$ cat config.mk
export PLATFORM = sky130hd
export DESIGN_NAME = qbp_port_block
export DESIGN_NICKNAME = d
export VERILOG_FILES = /design/src/qbp_pkg.sv /design/src/qbp_state_counter.sv /design/src/qbp_port_block.sv
export SDC_FILE = /design/constraint.sdc
export NUM_CORES = 1
export LEC_CHECK = 0
export BUFFER_PORTS_ARGS = -buffer_cell sky130_fd_sc_hd__buf_2
export CAP_MARGIN = 20
export CORE_UTILIZATION = 50
export DETAILED_ROUTE_END_ITERATION = 8
export PLACE_DENSITY_LB_ADDON = 0.2
export SLEW_MARGIN = 5
export SYNTH_ARGS = -nofsm -noshare
export SYNTH_HDL_FRONTEND = slang
export SYNTH_SLANG_ARGS = --single-unit
$ cat constraint.sdc
create_clock -name clk -period 5.2 [get_ports clk]
set_input_delay 0 -clock clk [delete_from_list [all_inputs] [get_ports clk]]
set_output_delay 0 -clock clk [all_outputs]
set_load 0.05 [all_outputs]
$ cat src/qbp_pkg.sv
// Package of constants and carrier types for the quasi-bidirectional port block
package qbp_pkg;
   localparam int QBP_NUM_PORTS = 4;
   localparam int QBP_PORT_W = 8;
   localparam int QBP_STATES_PER_CYCLE = 12;
   localparam logic [7:0] QBP_LATCH_RESET = 8'h00ff;
   localparam logic [7:0] QBP_ALL_ONES = 8'h00ff;
   localparam logic [3:0] QBP_STATE_FIRST = 4'h0001;
   localparam logic [3:0] QBP_STATE_NINE = 4'h0009;
   localparam logic [3:0] QBP_STATE_TEN = 4'h000a;
   localparam logic [3:0] QBP_STATE_TWELVE = 4'h000c;
   localparam int QBP_BIT_TIMER_TWO_COUNT = 0;
   localparam int QBP_BIT_TIMER_TWO_AUX = 1;
   localparam int QBP_BIT_RXD = 0;
   localparam int QBP_BIT_TXD = 1;
   localparam int QBP_BIT_IRQ_ZERO = 2;
   localparam int QBP_BIT_IRQ_ONE = 3;
   localparam int QBP_BIT_TIMER_ZERO = 4;
   localparam int QBP_BIT_TIMER_ONE = 5;
   localparam int QBP_BIT_WRITE_N = 6;
   localparam int QBP_BIT_READ_N = 7;

   typedef enum logic [1:0] {
      QBP_PORT_ZERO,
      QBP_PORT_ONE,
      QBP_PORT_TWO,
      QBP_PORT_THREE
   } qbp_port_sel_t;

   typedef enum logic [1:0] {
      QBP_RD_NONE,
      QBP_RD_LATCH,
      QBP_RD_PIN
   } qbp_rd_kind_t;

   typedef struct packed {
      logic wr;
      qbp_port_sel_t port;
      logic [7:0] data;
   } qbp_core_wr_t;

   typedef struct packed {
      logic [7:0] addr_low_data;
      logic [7:0] addr_high;
      logic drive_data;
      logic bus_active;
      logic rd_strobe_n;
      logic wr_strobe_n;
   } qbp_ext_bus_t;

   typedef struct packed {
      logic txd;
      logic sync_data_out;
      logic sync_mode;
   } qbp_serial_out_t;

   typedef struct packed {
      logic [7:0] pull_down;
      logic [7:0] pull_up_strong;
   } qbp_drive_t;
endpackage : qbp_pkg

$ cat src/qbp_state_counter.sv
// Machine-cycle state counter, states one to twelve
module qbp_state_counter
   import qbp_pkg::*;
(
   input wire logic clk,
   input wire logic resetn,
   output logic [3:0] state,
   output logic last_state
);
   always_ff @(posedge clk) begin
      if (!resetn) begin
         state <= QBP_STATE_FIRST;
      end else if (state == QBP_STATE_TWELVE) begin
         state <= QBP_STATE_FIRST;
      end else begin
         state <= state + 4'h0001;
      end
   end

   assign last_state = (state == QBP_STATE_TWELVE);

   state_range_a: assert property (@(posedge clk) disable iff (!resetn)
      (state >= QBP_STATE_FIRST) && (state <= QBP_STATE_TWELVE))
      else $error("Machine state out of range");
   state_wrap_a: assert property (@(posedge clk) disable iff (!resetn)
      (state == QBP_STATE_TWELVE) |=> (state == QBP_STATE_FIRST))
      else $error("Machine state did not wrap");
endmodule : qbp_state_counter

$ cat src/qbp_port_block.sv
// Four 8-bit quasi-bidirectional I/O ports with latches, read paths and output stages
// What this block does
// - Thirty-two pins in four eight-bit ports, each pin input or output.
// - Latch bit zero turns the pull-down on, pin goes low.
// - Latch bit one releases the pull-down; weak pull-up raises ports one-three.
// - Reset loads every latch bit with one, all pins inputs.
// - Port zero open drain; strong pull-up only while serving external bus.
// - Two read paths per port: latch output or sampled pin level.
// - Read-modify-write reads take the latch; other reads take the pins.
// - Written latch value appears at state twelve of final machine cycle.
// - Output stage samples latch in first state; pin updates next cycle.
// - Pins sampled at state nine for ports zero-one, ten for two-three.
// - Reading port zero as external data bus forces its latch to ones.
// - In bus mode port zero latch forced ones, port two latch kept.
// - Output mux picks latch or bus: low address/data, high address byte.
// - Port one pins zero, one feed timer two count and aux inputs.
// - Port three pins zero, one carry serial receive/data and transmit/clock.
// - Port three pins two-five feed interrupt and timer count inputs.
// - Port three pins six, seven carry active-low write and read strobes.
module qbp_port_block
   import qbp_pkg::*;
(
   input wire logic clk,
   input wire logic resetn,
   input wire qbp_core_wr_t core_wr,
   input wire qbp_port_sel_t rd_port,
   input wire qbp_rd_kind_t rd_kind,
   input wire qbp_ext_bus_t ext_bus,
   input wire qbp_serial_out_t serial_out,
   input wire logic [7:0] port_zero_in,
   input wire logic [7:0] port_one_in,
   input wire logic [7:0] port_two_in,
   input wire logic [7:0] port_three_in,
   output qbp_drive_t port_zero_drive,
   output qbp_drive_t port_one_drive,
   output qbp_drive_t port_two_drive,
   output qbp_drive_t port_three_drive,
   output logic [7:0] rd_data,
   output logic [3:0] machine_state,
   output logic timer_two_count_in,
   output logic timer_two_aux_in,
   output logic serial_rx_in,
   output logic ext_irq_zero_in,
   output logic ext_irq_one_in,
   output logic timer_zero_count_in,
   output logic timer_one_count_in
);
   logic [3:0] state;
   logic last_state;
   logic [7:0] latch [QBP_NUM_PORTS];
   logic [7:0] stage [QBP_NUM_PORTS];
   logic [7:0] pin_sample [QBP_NUM_PORTS];
   logic pend_wr;
   qbp_port_sel_t pend_port;
   logic [7:0] pend_data;
   logic [7:0] next_stage_one;
   logic [7:0] next_stage_three;

   // Output low request of a quasi-bidirectional pin set
   function automatic logic [7:0] qbp_low(input logic [7:0] lat, input logic [7:0] alt);
      qbp_low = ~(lat & alt);
   endfunction : qbp_low

   qbp_state_counter u_state (
      .clk(clk),
      .resetn(resetn),
      .state(state),
      .last_state(last_state)
   );

   // Hold a core write until state twelve
   always_ff @(posedge clk) begin
      if (!resetn) begin
         pend_wr <= 1'b0;
         pend_port <= QBP_PORT_ZERO;
         pend_data <= QBP_LATCH_RESET;
      end else if (core_wr.wr) begin
         pend_wr <= 1'b1;
         pend_port <= core_wr.port;
         pend_data <= core_wr.data;
      end else if (last_state) begin
         pend_wr <= 1'b0;
      end
   end

   // Latches
   always_ff @(posedge clk) begin
      if (!resetn) begin
         for (int i = 0; i < QBP_NUM_PORTS; i++) begin
            latch[i] <= QBP_LATCH_RESET;
         end
      end else begin
         if (last_state && pend_wr) begin
            latch[pend_port] <= pend_data;
         end
         if (ext_bus.bus_active || (rd_kind == QBP_RD_PIN && ext_bus.bus_active)) begin
            latch[QBP_PORT_ZERO] <= QBP_ALL_ONES;
         end
      end
   end

   // Alternate outputs on port three; port one passes its latch unchanged
   always_comb begin
      next_stage_one = latch[QBP_PORT_ONE];
      next_stage_three = latch[QBP_PORT_THREE];
      next_stage_three[QBP_BIT_RXD] = latch[QBP_PORT_THREE][QBP_BIT_RXD] &
         (~serial_out.sync_mode | serial_out.sync_data_out);
      next_stage_three[QBP_BIT_TXD] = latch[QBP_PORT_THREE][QBP_BIT_TXD] & serial_out.txd;
      next_stage_three[QBP_BIT_WRITE_N] = latch[QBP_PORT_THREE][QBP_BIT_WRITE_N] &
         ext_bus.wr_strobe_n;
      next_stage_three[QBP_BIT_READ_N] = latch[QBP_PORT_THREE][QBP_BIT_READ_N] &
         ext_bus.rd_strobe_n;
   end

   // Output stage samples in the first state
   always_ff @(posedge clk) begin
      if (!resetn) begin
         for (int i = 0; i < QBP_NUM_PORTS; i++) begin
            stage[i] <= QBP_LATCH_RESET;
         end
      end else if (state == QBP_STATE_FIRST) begin
         stage[QBP_PORT_ZERO] <= latch[QBP_PORT_ZERO];
         stage[QBP_PORT_ONE] <= next_stage_one;
         stage[QBP_PORT_TWO] <= latch[QBP_PORT_TWO];
         stage[QBP_PORT_THREE] <= next_stage_three;
      end
   end

   // Pin drivers
   always_ff @(posedge clk) begin
      if (!resetn) begin
         port_zero_drive <= '0;
         port_one_drive <= '0;
         port_two_drive <= '0;
         port_three_drive <= '0;
      end else begin
         if (ext_bus.bus_active) begin
            port_zero_drive.pull_down <= ext_bus.drive_data ?
               ~ext_bus.addr_low_data : 8'h0000;
            port_zero_drive.pull_up_strong <= ext_bus.drive_data ?
               ext_bus.addr_low_data : 8'h0000;
            port_two_drive.pull_down <= ~ext_bus.addr_high;
         end else begin
            port_zero_drive.pull_down <= ~stage[QBP_PORT_ZERO];
            port_zero_drive.pull_up_strong <= 8'h0000;
            port_two_drive.pull_down <= ~stage[QBP_PORT_TWO];
         end
         port_one_drive.pull_down <= qbp_low(stage[QBP_PORT_ONE], QBP_ALL_ONES);
         port_three_drive.pull_down <= qbp_low(stage[QBP_PORT_THREE], QBP_ALL_ONES);
         port_one_drive.pull_up_strong <= 8'h0000;
         port_two_drive.pull_up_strong <= 8'h0000;
         port_three_drive.pull_up_strong <= 8'h0000;
      end
   end

   // Pin sampling; inputs must hold a full machine cycle
   always_ff @(posedge clk) begin
      if (!resetn) begin
         for (int i = 0; i < QBP_NUM_PORTS; i++) begin
            pin_sample[i] <= QBP_LATCH_RESET;
         end
      end else begin
         if (state == QBP_STATE_NINE) begin
            pin_sample[QBP_PORT_ZERO] <= port_zero_in;
            pin_sample[QBP_PORT_ONE] <= port_one_in;
         end
         if (state == QBP_STATE_TEN) begin
            pin_sample[QBP_PORT_TWO] <= port_two_in;
            pin_sample[QBP_PORT_THREE] <= port_three_in;
         end
      end
   end

   // Read paths
   always_ff @(posedge clk) begin
      if (!resetn) begin
         rd_data <= 8'h0000;
      end else begin
         case (rd_kind)
            QBP_RD_LATCH: rd_data <= latch[rd_port];
            QBP_RD_PIN: rd_data <= pin_sample[rd_port];
            QBP_RD_NONE: rd_data <= rd_data;
            default: rd_data <= rd_data;
         endcase
      end
   end

   // Alternate inputs and state out
   always_ff @(posedge clk) begin
      if (!resetn) begin
         machine_state <= QBP_STATE_FIRST;
         timer_two_count_in <= 1'b1;
         timer_two_aux_in <= 1'b1;
         serial_rx_in <= 1'b1;
         ext_irq_zero_in <= 1'b1;
         ext_irq_one_in <= 1'b1;
         timer_zero_count_in <= 1'b1;
         timer_one_count_in <= 1'b1;
      end else begin
         machine_state <= state;
         timer_two_count_in <= pin_sample[QBP_PORT_ONE][QBP_BIT_TIMER_TWO_COUNT];
         timer_two_aux_in <= pin_sample[QBP_PORT_ONE][QBP_BIT_TIMER_TWO_AUX];
         serial_rx_in <= pin_sample[QBP_PORT_THREE][QBP_BIT_RXD];
         ext_irq_zero_in <= pin_sample[QBP_PORT_THREE][QBP_BIT_IRQ_ZERO];
         ext_irq_one_in <= pin_sample[QBP_PORT_THREE][QBP_BIT_IRQ_ONE];
         timer_zero_count_in <= pin_sample[QBP_PORT_THREE][QBP_BIT_TIMER_ZERO];
         timer_one_count_in <= pin_sample[QBP_PORT_THREE][QBP_BIT_TIMER_ONE];
      end
   end

   // Checks
   latch_update_a: assert property (@(posedge clk) disable iff (!resetn)
      (last_state && pend_wr && !ext_bus.bus_active) |=>
      (latch[$past(pend_port)] == $past(pend_data)))
      else $error("Latch not updated at state twelve");
   latch_hold_a: assert property (@(posedge clk) disable iff (!resetn)
      (!last_state && !ext_bus.bus_active) |=> $stable(latch[QBP_PORT_ONE]))
      else $error("Latch changed outside state twelve");
   stage_sample_a: assert property (@(posedge clk) disable iff (!resetn)
      (state != QBP_STATE_FIRST) |=> $stable(stage[QBP_PORT_TWO]))
      else $error("Output stage changed outside first state");
   pin_low_a: assert property (@(posedge clk) disable iff (!resetn)
      !ext_bus.bus_active |=> (port_two_drive.pull_down == ~$past(stage[QBP_PORT_TWO])))
      else $error("Port two driver does not follow stage");
   open_drain_a: assert property (@(posedge clk) disable iff (!resetn)
      !ext_bus.bus_active |=> (port_zero_drive.pull_up_strong == 8'h0000))
      else $error("Port zero pulled up outside bus mode");
   bus_force_a: assert property (@(posedge clk) disable iff (!resetn)
      ext_bus.bus_active |=> (latch[QBP_PORT_ZERO] == QBP_ALL_ONES))
      else $error("Port zero latch not forced to ones");
   bus_keep_a: assert property (@(posedge clk) disable iff (!resetn)
      (ext_bus.bus_active && !(last_state && pend_wr)) |=> $stable(latch[QBP_PORT_TWO]))
      else $error("Port two latch changed in bus mode");
   sample_nine_a: assert property (@(posedge clk) disable iff (!resetn)
      (state == QBP_STATE_NINE) |=> (pin_sample[QBP_PORT_ONE] == $past(port_one_in)))
      else $error("Port one not sampled at state nine");
   sample_ten_a: assert property (@(posedge clk) disable iff (!resetn)
      (state != QBP_STATE_TEN) |=> $stable(pin_sample[QBP_PORT_THREE]))
      else $error("Port three sampled outside state ten");
   read_latch_a: assert property (@(posedge clk) disable iff (!resetn)
      (rd_kind == QBP_RD_LATCH) |=> (rd_data == $past(latch[rd_port])))
      else $error("Latch read path wrong");
   strobe_low_a: assert property (@(posedge clk) disable iff (!resetn)
      (state == QBP_STATE_FIRST && !ext_bus.wr_strobe_n) |=> ##1
      port_three_drive.pull_down[QBP_BIT_WRITE_N])
      else $error("Write strobe did not pull pin low");

   // Reset values
   reset_latch_a: assert property (@(posedge clk)
      !resetn |=> (latch[QBP_PORT_THREE] == QBP_LATCH_RESET))
      else $error("Port three latch not reset to ones");
   reset_stage_a: assert property (@(posedge clk)
      !resetn |=> (stage[QBP_PORT_ONE] == QBP_LATCH_RESET))
      else $error("Port one stage not reset to ones");
   reset_release_a: assert property (@(posedge clk)
      !resetn |=> (port_one_drive.pull_down == 8'h0000))
      else $error("Port one driven low after reset");

   // Quasi-bidirectional drivers follow the stage
   port_one_follow_a: assert property (@(posedge clk) disable iff (!resetn)
      1'b1 |=> (port_one_drive.pull_down == ~$past(stage[QBP_PORT_ONE])))
      else $error("Port one driver does not follow stage");
   port_three_follow_a: assert property (@(posedge clk) disable iff (!resetn)
      1'b1 |=> (port_three_drive.pull_down == ~$past(stage[QBP_PORT_THREE])))
      else $error("Port three driver does not follow stage");

   // Port three alternate outputs
   txd_gate_a: assert property (@(posedge clk) disable iff (!resetn)
      (state == QBP_STATE_FIRST && !serial_out.txd) |=> !stage[QBP_PORT_THREE][QBP_BIT_TXD])
      else $error("Transmit output did not gate port three");
   sync_data_a: assert property (@(posedge clk) disable iff (!resetn)
      (state == QBP_STATE_FIRST && serial_out.sync_mode && !serial_out.sync_data_out) |=> ##1
      port_three_drive.pull_down[QBP_BIT_RXD])
      else $error("Synchronous data did not pull pin low");
   async_rx_a: assert property (@(posedge clk) disable iff (!resetn)
      (state == QBP_STATE_FIRST && !serial_out.sync_mode) |=>
      (stage[QBP_PORT_THREE][QBP_BIT_RXD] == $past(latch[QBP_PORT_THREE][QBP_BIT_RXD])))
      else $error("Receive pin not released in asynchronous mode");
   read_strobe_a: assert property (@(posedge clk) disable iff (!resetn)
      (state == QBP_STATE_FIRST && !ext_bus.rd_strobe_n) |=> ##1
      port_three_drive.pull_down[QBP_BIT_READ_N])
      else $error("Read strobe did not pull pin low");

   // External bus output selection
   bus_high_a: assert property (@(posedge clk) disable iff (!resetn)
      ext_bus.bus_active |=> (port_two_drive.pull_down == ~$past(ext_bus.addr_high)))
      else $error("Port two does not carry high address");
   bus_low_a: assert property (@(posedge clk) disable iff (!resetn)
      (ext_bus.bus_active && ext_bus.drive_data) |=>
      (port_zero_drive.pull_down == ~$past(ext_bus.addr_low_data)))
      else $error("Port zero does not carry address or data");
   bus_pull_up_a: assert property (@(posedge clk) disable iff (!resetn)
      (ext_bus.bus_active && ext_bus.drive_data) |=>
      (port_zero_drive.pull_up_strong == $past(ext_bus.addr_low_data)))
      else $error("Port zero pull-up wrong in bus mode");
   bus_release_a: assert property (@(posedge clk) disable iff (!resetn)
      (ext_bus.bus_active && !ext_bus.drive_data) |=>
      ((port_zero_drive.pull_down | port_zero_drive.pull_up_strong) == 8'h0000))
      else $error("Port zero driven during bus input");

   // Read paths and pin sampling
   read_pin_a: assert property (@(posedge clk) disable iff (!resetn)
      (rd_kind == QBP_RD_PIN) |=> (rd_data == $past(pin_sample[rd_port])))
      else $error("Pin read path wrong");
   read_hold_a: assert property (@(posedge clk) disable iff (!resetn)
      (rd_kind == QBP_RD_NONE) |=> $stable(rd_data))
      else $error("Read data changed without a read");
   sample_zero_a: assert property (@(posedge clk) disable iff (!resetn)
      (state == QBP_STATE_NINE) |=> (pin_sample[QBP_PORT_ZERO] == $past(port_zero_in)))
      else $error("Port zero not sampled at state nine");
   sample_two_a: assert property (@(posedge clk) disable iff (!resetn)
      (state == QBP_STATE_TEN) |=> (pin_sample[QBP_PORT_TWO] == $past(port_two_in)))
      else $error("Port two not sampled at state ten");

   // Output stage timing
   stage_take_a: assert property (@(posedge clk) disable iff (!resetn)
      (state == QBP_STATE_FIRST) |=> (stage[QBP_PORT_TWO] == $past(latch[QBP_PORT_TWO])))
      else $error("Output stage did not take latch");
   stage_quiet_a: assert property (@(posedge clk) disable iff (!resetn)
      (state != QBP_STATE_FIRST) |=>
      ($stable(stage[QBP_PORT_ZERO]) && $stable(stage[QBP_PORT_ONE]) &&
      $stable(stage[QBP_PORT_THREE])))
      else $error("Output stages changed outside first state");

   // Pending core write
   pend_take_a: assert property (@(posedge clk) disable iff (!resetn)
      core_wr.wr |=> (pend_wr && (pend_data == $past(core_wr.data))))
      else $error("Core write not captured");
   pend_keep_a: assert property (@(posedge clk) disable iff (!resetn)
      (pend_wr && !last_state && !core_wr.wr) |=> (pend_wr && $stable(pend_data)))
      else $error("Pending write lost before state twelve");

   // Alternate inputs
   alt_timer_two_a: assert property (@(posedge clk) disable iff (!resetn)
      1'b1 |=>
      ((timer_two_count_in == $past(pin_sample[QBP_PORT_ONE][QBP_BIT_TIMER_TWO_COUNT])) &&
      (timer_two_aux_in == $past(pin_sample[QBP_PORT_ONE][QBP_BIT_TIMER_TWO_AUX]))))
      else $error("Timer two inputs wrong");
   alt_rx_a: assert property (@(posedge clk) disable iff (!resetn)
      1'b1 |=> (serial_rx_in == $past(pin_sample[QBP_PORT_THREE][QBP_BIT_RXD])))
      else $error("Serial receive input wrong");
   alt_irq_a: assert property (@(posedge clk) disable iff (!resetn)
      1'b1 |=>
      ((ext_irq_zero_in == $past(pin_sample[QBP_PORT_THREE][QBP_BIT_IRQ_ZERO])) &&
      (ext_irq_one_in == $past(pin_sample[QBP_PORT_THREE][QBP_BIT_IRQ_ONE]))))
      else $error("Interrupt inputs wrong");
   alt_timer_a: assert property (@(posedge clk) disable iff (!resetn)
      1'b1 |=>
      ((timer_zero_count_in == $past(pin_sample[QBP_PORT_THREE][QBP_BIT_TIMER_ZERO])) &&
      (timer_one_count_in == $past(pin_sample[QBP_PORT_THREE][QBP_BIT_TIMER_ONE]))))
      else $error("Timer count inputs wrong");

   write_seen_c: cover property (@(posedge clk) disable iff (!resetn)
      last_state && pend_wr);
   bus_mode_c: cover property (@(posedge clk) disable iff (!resetn)
      ext_bus.bus_active && ext_bus.drive_data);
   pin_read_c: cover property (@(posedge clk) disable iff (!resetn)
      rd_kind == QBP_RD_PIN);
   latch_read_c: cover property (@(posedge clk) disable iff (!resetn)
      rd_kind == QBP_RD_LATCH);
   strobe_c: cover property (@(posedge clk) disable iff (!resetn)
      state == QBP_STATE_FIRST && !ext_bus.wr_strobe_n);
endmodule : qbp_port_block

==> flow_metrics.tcl <==
set metrics [dict create \
    setup_tns_ns 0 \
    reg2regPathDepth 3 \
    die_h_um 118.7 \
    min_period_ns 2.274 \
    globalplace.congestion 0.7928 \
    slew_violations 0 \
    cp-end-kind "flip-flop" \
    antenna_found_initial 0 \
    worst_pin_slew_ns 1.063 \
    htree_levels 4 \
    yosys.area.top_type "edfxtp_1" \
    crit_chain "nor2b_1, inv_1, o21ai_0" \
    fmax_mhz 439.7 \
    numCtsBuffers 17 \
    crit_path_start_kind "flip-flop" \
    hpwl_um 9448 \
    overflow 0 \
    fin_cells 925 \
    initial_core_util 0.5140 \
    avgSynthCellArea_um2 12.51 \
    async_flop_share 0 \
    top_layer "met4" \
    clkSinkCount 170 \
    cp_max_fo 9 \
    wire_per_inst_um 15.37 \
    dr_wl_met2_um 7074 \
    core-area_um2 13240 \
    grt_pass1_wl_um 22290 \
    clk_pin_slew_ns 0.06 \
    wirelength_met1_um 6248 \
    clock_tree.buffer_depth 2 \
    ys.flop_type "edfxtp_1" \
    yosys.area.top_type_share 0.3882 \
    yosysSeqAreaShare 0.6294 \
    p_leak_nw 3.247 \
    port_buffers 130 \
    dieArea_um2 14080 \
    peakVddDrop_v 0.0002211 \
    ff_latch_area_um2 4284 \
    num_antenna_cells 0 \
    routed_wl_um 14210 \
    synth_cell_type_count 40 \
    slowest_stage "o21ai_0" \
    synth_area_leaders "edfxtp_1 39%, dfxtp_1 24%, mux2_2 5.1%, nand2b_1 4.0%, or2_2 3.6%" \
    multi_input_comb_area_um2 2257 \
    fin_crit_sh 0.4374 \
    boundaryPins 155 \
    min_path_cells 3 \
    nFillCells 1035 \
    status "finished clean" \
    nets 813 \
    drv_cap 0 \
    worstSetupPathType "reg -> reg" \
    hold_viol_final 0 \
    cts_tree "built" \
    min_from "core_wr[10]" \
    rows 42 \
    grt_max_degree 41 \
    syn_inst 544 \
    crit_arrival_ns 2.31 \
    dp_cells 820 \
    max_slew_margin 0.2837 \
    drc_errors 0 \
    finalClockSkew_ns 0.006231 \
    post_cts_resized 0 \
    synth.cell_area_um2 6807 \
    fin_area_um2 8775 \
    vias 4577 \
    rr_startpoint "pend_port[0]" \
    hp-class "in -> reg" \
    required_ns 5.24 \
    regToRegEndpoint "latch[1][7]" \
    grt_pass1_vias 4415 \
    ys_ff_latch 170 \
    rrSetupSlack_ns 2.93 \
    track_usage 0.2099 \
    placed_area_um2 7481 \
    rsz0062_at_grt "false" \
    setup_viol 0 \
    drtPass1Iterations 5 \
    drtIter0Drc 318 \
    yosys_warnings 0 \
    dr_wl_met3_um 676 \
    slowest_delay_ns 0.84 \
    synth_edf_count 88 \
    min_to "pend_data[0]" \
    die_w_um 118.7 \
    cts_root_buf "clkbuf_16" \
    p_per_area_nw_per_um2 334.7 \
    layout-drive-gt1-share 0.3204 \
    areaGrowthSynthToFinish_pct 28.92 \
    avgViaCountPerCell 4.948 \
    ant_nets 0 \
    clk_latency_ns 0.42 \
]
## worst max-delay path, delay by kind of cell, from the launching register on
family | cells | cell delay (ns)
AO/OA/AOI/OAI | 1 | 0.84
buffers and inverters | 1 | 0.07
AND/OR/NAND/NOR | 1 | 0.51
flip-flops | 1 | 0.47
## metrics by stage
| step | worst slack, ns | total power [mW] | hold slack, ns | utilization |
|---|---|---|---|---|
| detailed placement | 2.958 | 1.747 | 0.2186 | 0.5649 |
| global placement | 3.039 | 1.735 | 0.2140 | 0.5628 |
| global route | 2.728 | 3.033 | 0.03891 | 0.6626 |
| finish | 2.926 | 2.937 | 0.02933 | 0.6626 |
| CTS | 2.944 | 2.949 | 0.01135 | 0.6615 |
| floorplan | 3.281 | 1.686 | 0.1289 | - |
## routing by layer
metal,up-vias,global-route usage
met2,142,0.3461
met4,0,0.08465
met1,2182,0.2689
li1,2237,-
met3,16,0.04488
met5,-,0
## cell usage in the layout, fill, tap and decap left out, types with 4 or more instances in the layout
cell,netlist,layout
a22oi_1,8,8
nor2b_1,25,25
a31oi_1,8,8
inv_1,8,8
conb_1,1,24
nor4_1,4,4
or3_1,5,5
a21oi_1,11,11
mux2i_1,19,19
and2_1,21,21
o21ai_0,13,13
o32a_1,5,5
o22ai_1,7,7
dfxtp_1,82,82
and3_1,10,10
edfxtp_1,88,88
buf_2,7,130
nand3_1,4,4
ha_1,5,5
nand2_1,33,33
or2_2,39,39
dlygate4sd3_1,0,72
clkbuf_16,0,18
mux2_2,31,31
clkinv_4,0,5
nand2b_1,43,43
## cell usage after synthesis, types with 8 or more instances
master    number
inv_1          8
or2_2         39
o21ai_0       13
and3_1        10
and2_1        21
a21oi_1       11
mux2_2        31
buf_4         25
clkbuf_1      20
edfxtp_1      88
nor2b_1       25
nand2b_1      43
a22oi_1        8
mux2i_1       19
a31oi_1        8
nand2_1       33
dfxtp_1       82
## flip-flops by register name, summed over array words and instances (netlist names)
name and flops:
ext_irq_one_in 1, ext_irq_zero_in 1, latch 32, machine_state 4
pend_data 8, pend_port 2, pend_wr 1, pin_sample 32
port_one_drive 8, port_three_drive 8, port_two_drive 8, port_zero_drive 16
rd_data 8, serial_rx_in 1, stage 32, timer_one_count_in 1
timer_two_aux_in 1, timer_two_count_in 1, timer_zero_count_in 1, u_state.state 4
## cells by family after synthesis
family,share of synthesized area
AO/OA/AOI/OAI,0.05662
adder cells (fa/ha/maj),0.009191
buffers and inverters,0.05165
flip-flops,0.6294
multiplexers,0.08088
other,0.0005509
AND/OR/NAND/NOR,0.1717
## layout make-up
cell class,instances,share of cell area
Clock buffer,20,0.05333
Tap cell,176,0.02510
Inverter,9,0.003850
Clock inverter,12,0.01027
Multi-Input combinational cell,333,0.2572
Timing Repair Buffer,205,0.1620
Sequential cell,170,0.4882
## power by group
group	internal [mW]	total (mW)	switching, mW
registers	1.44	1.46	0.0187
clock network	0.656	1.18	0.520
logic	0.107	0.306	0.199
total	2.20	2.94	0.737
## how the worst max path moves through the flow
stage                     startpoint          end  slack (ns)  cells past startpoint
floorplan           u_state.state[0]  latch[2][0]        3.28                      6
global placement    u_state.state[0]  latch[2][2]        3.04                      5
detailed placement  u_state.state[0]  latch[2][1]        2.96                      5
CTS                 u_state.state[0]  latch[2][5]        2.94                      5
global route            pend_port[0]  latch[1][1]        2.73                      3
finish                  pend_port[0]  latch[1][7]        2.93                      3
## what timing repair did
| item | in CTS | in global routing |
|---|---|---|
| endpoints found under the hold margin | 74 | 0 |
| buffers inserted | 0 | 0 |
| endpoints found under the setup margin | 0 | 0 |
| hold buffers | 72 | 0 |
Power figures use the tool's default switching activity.
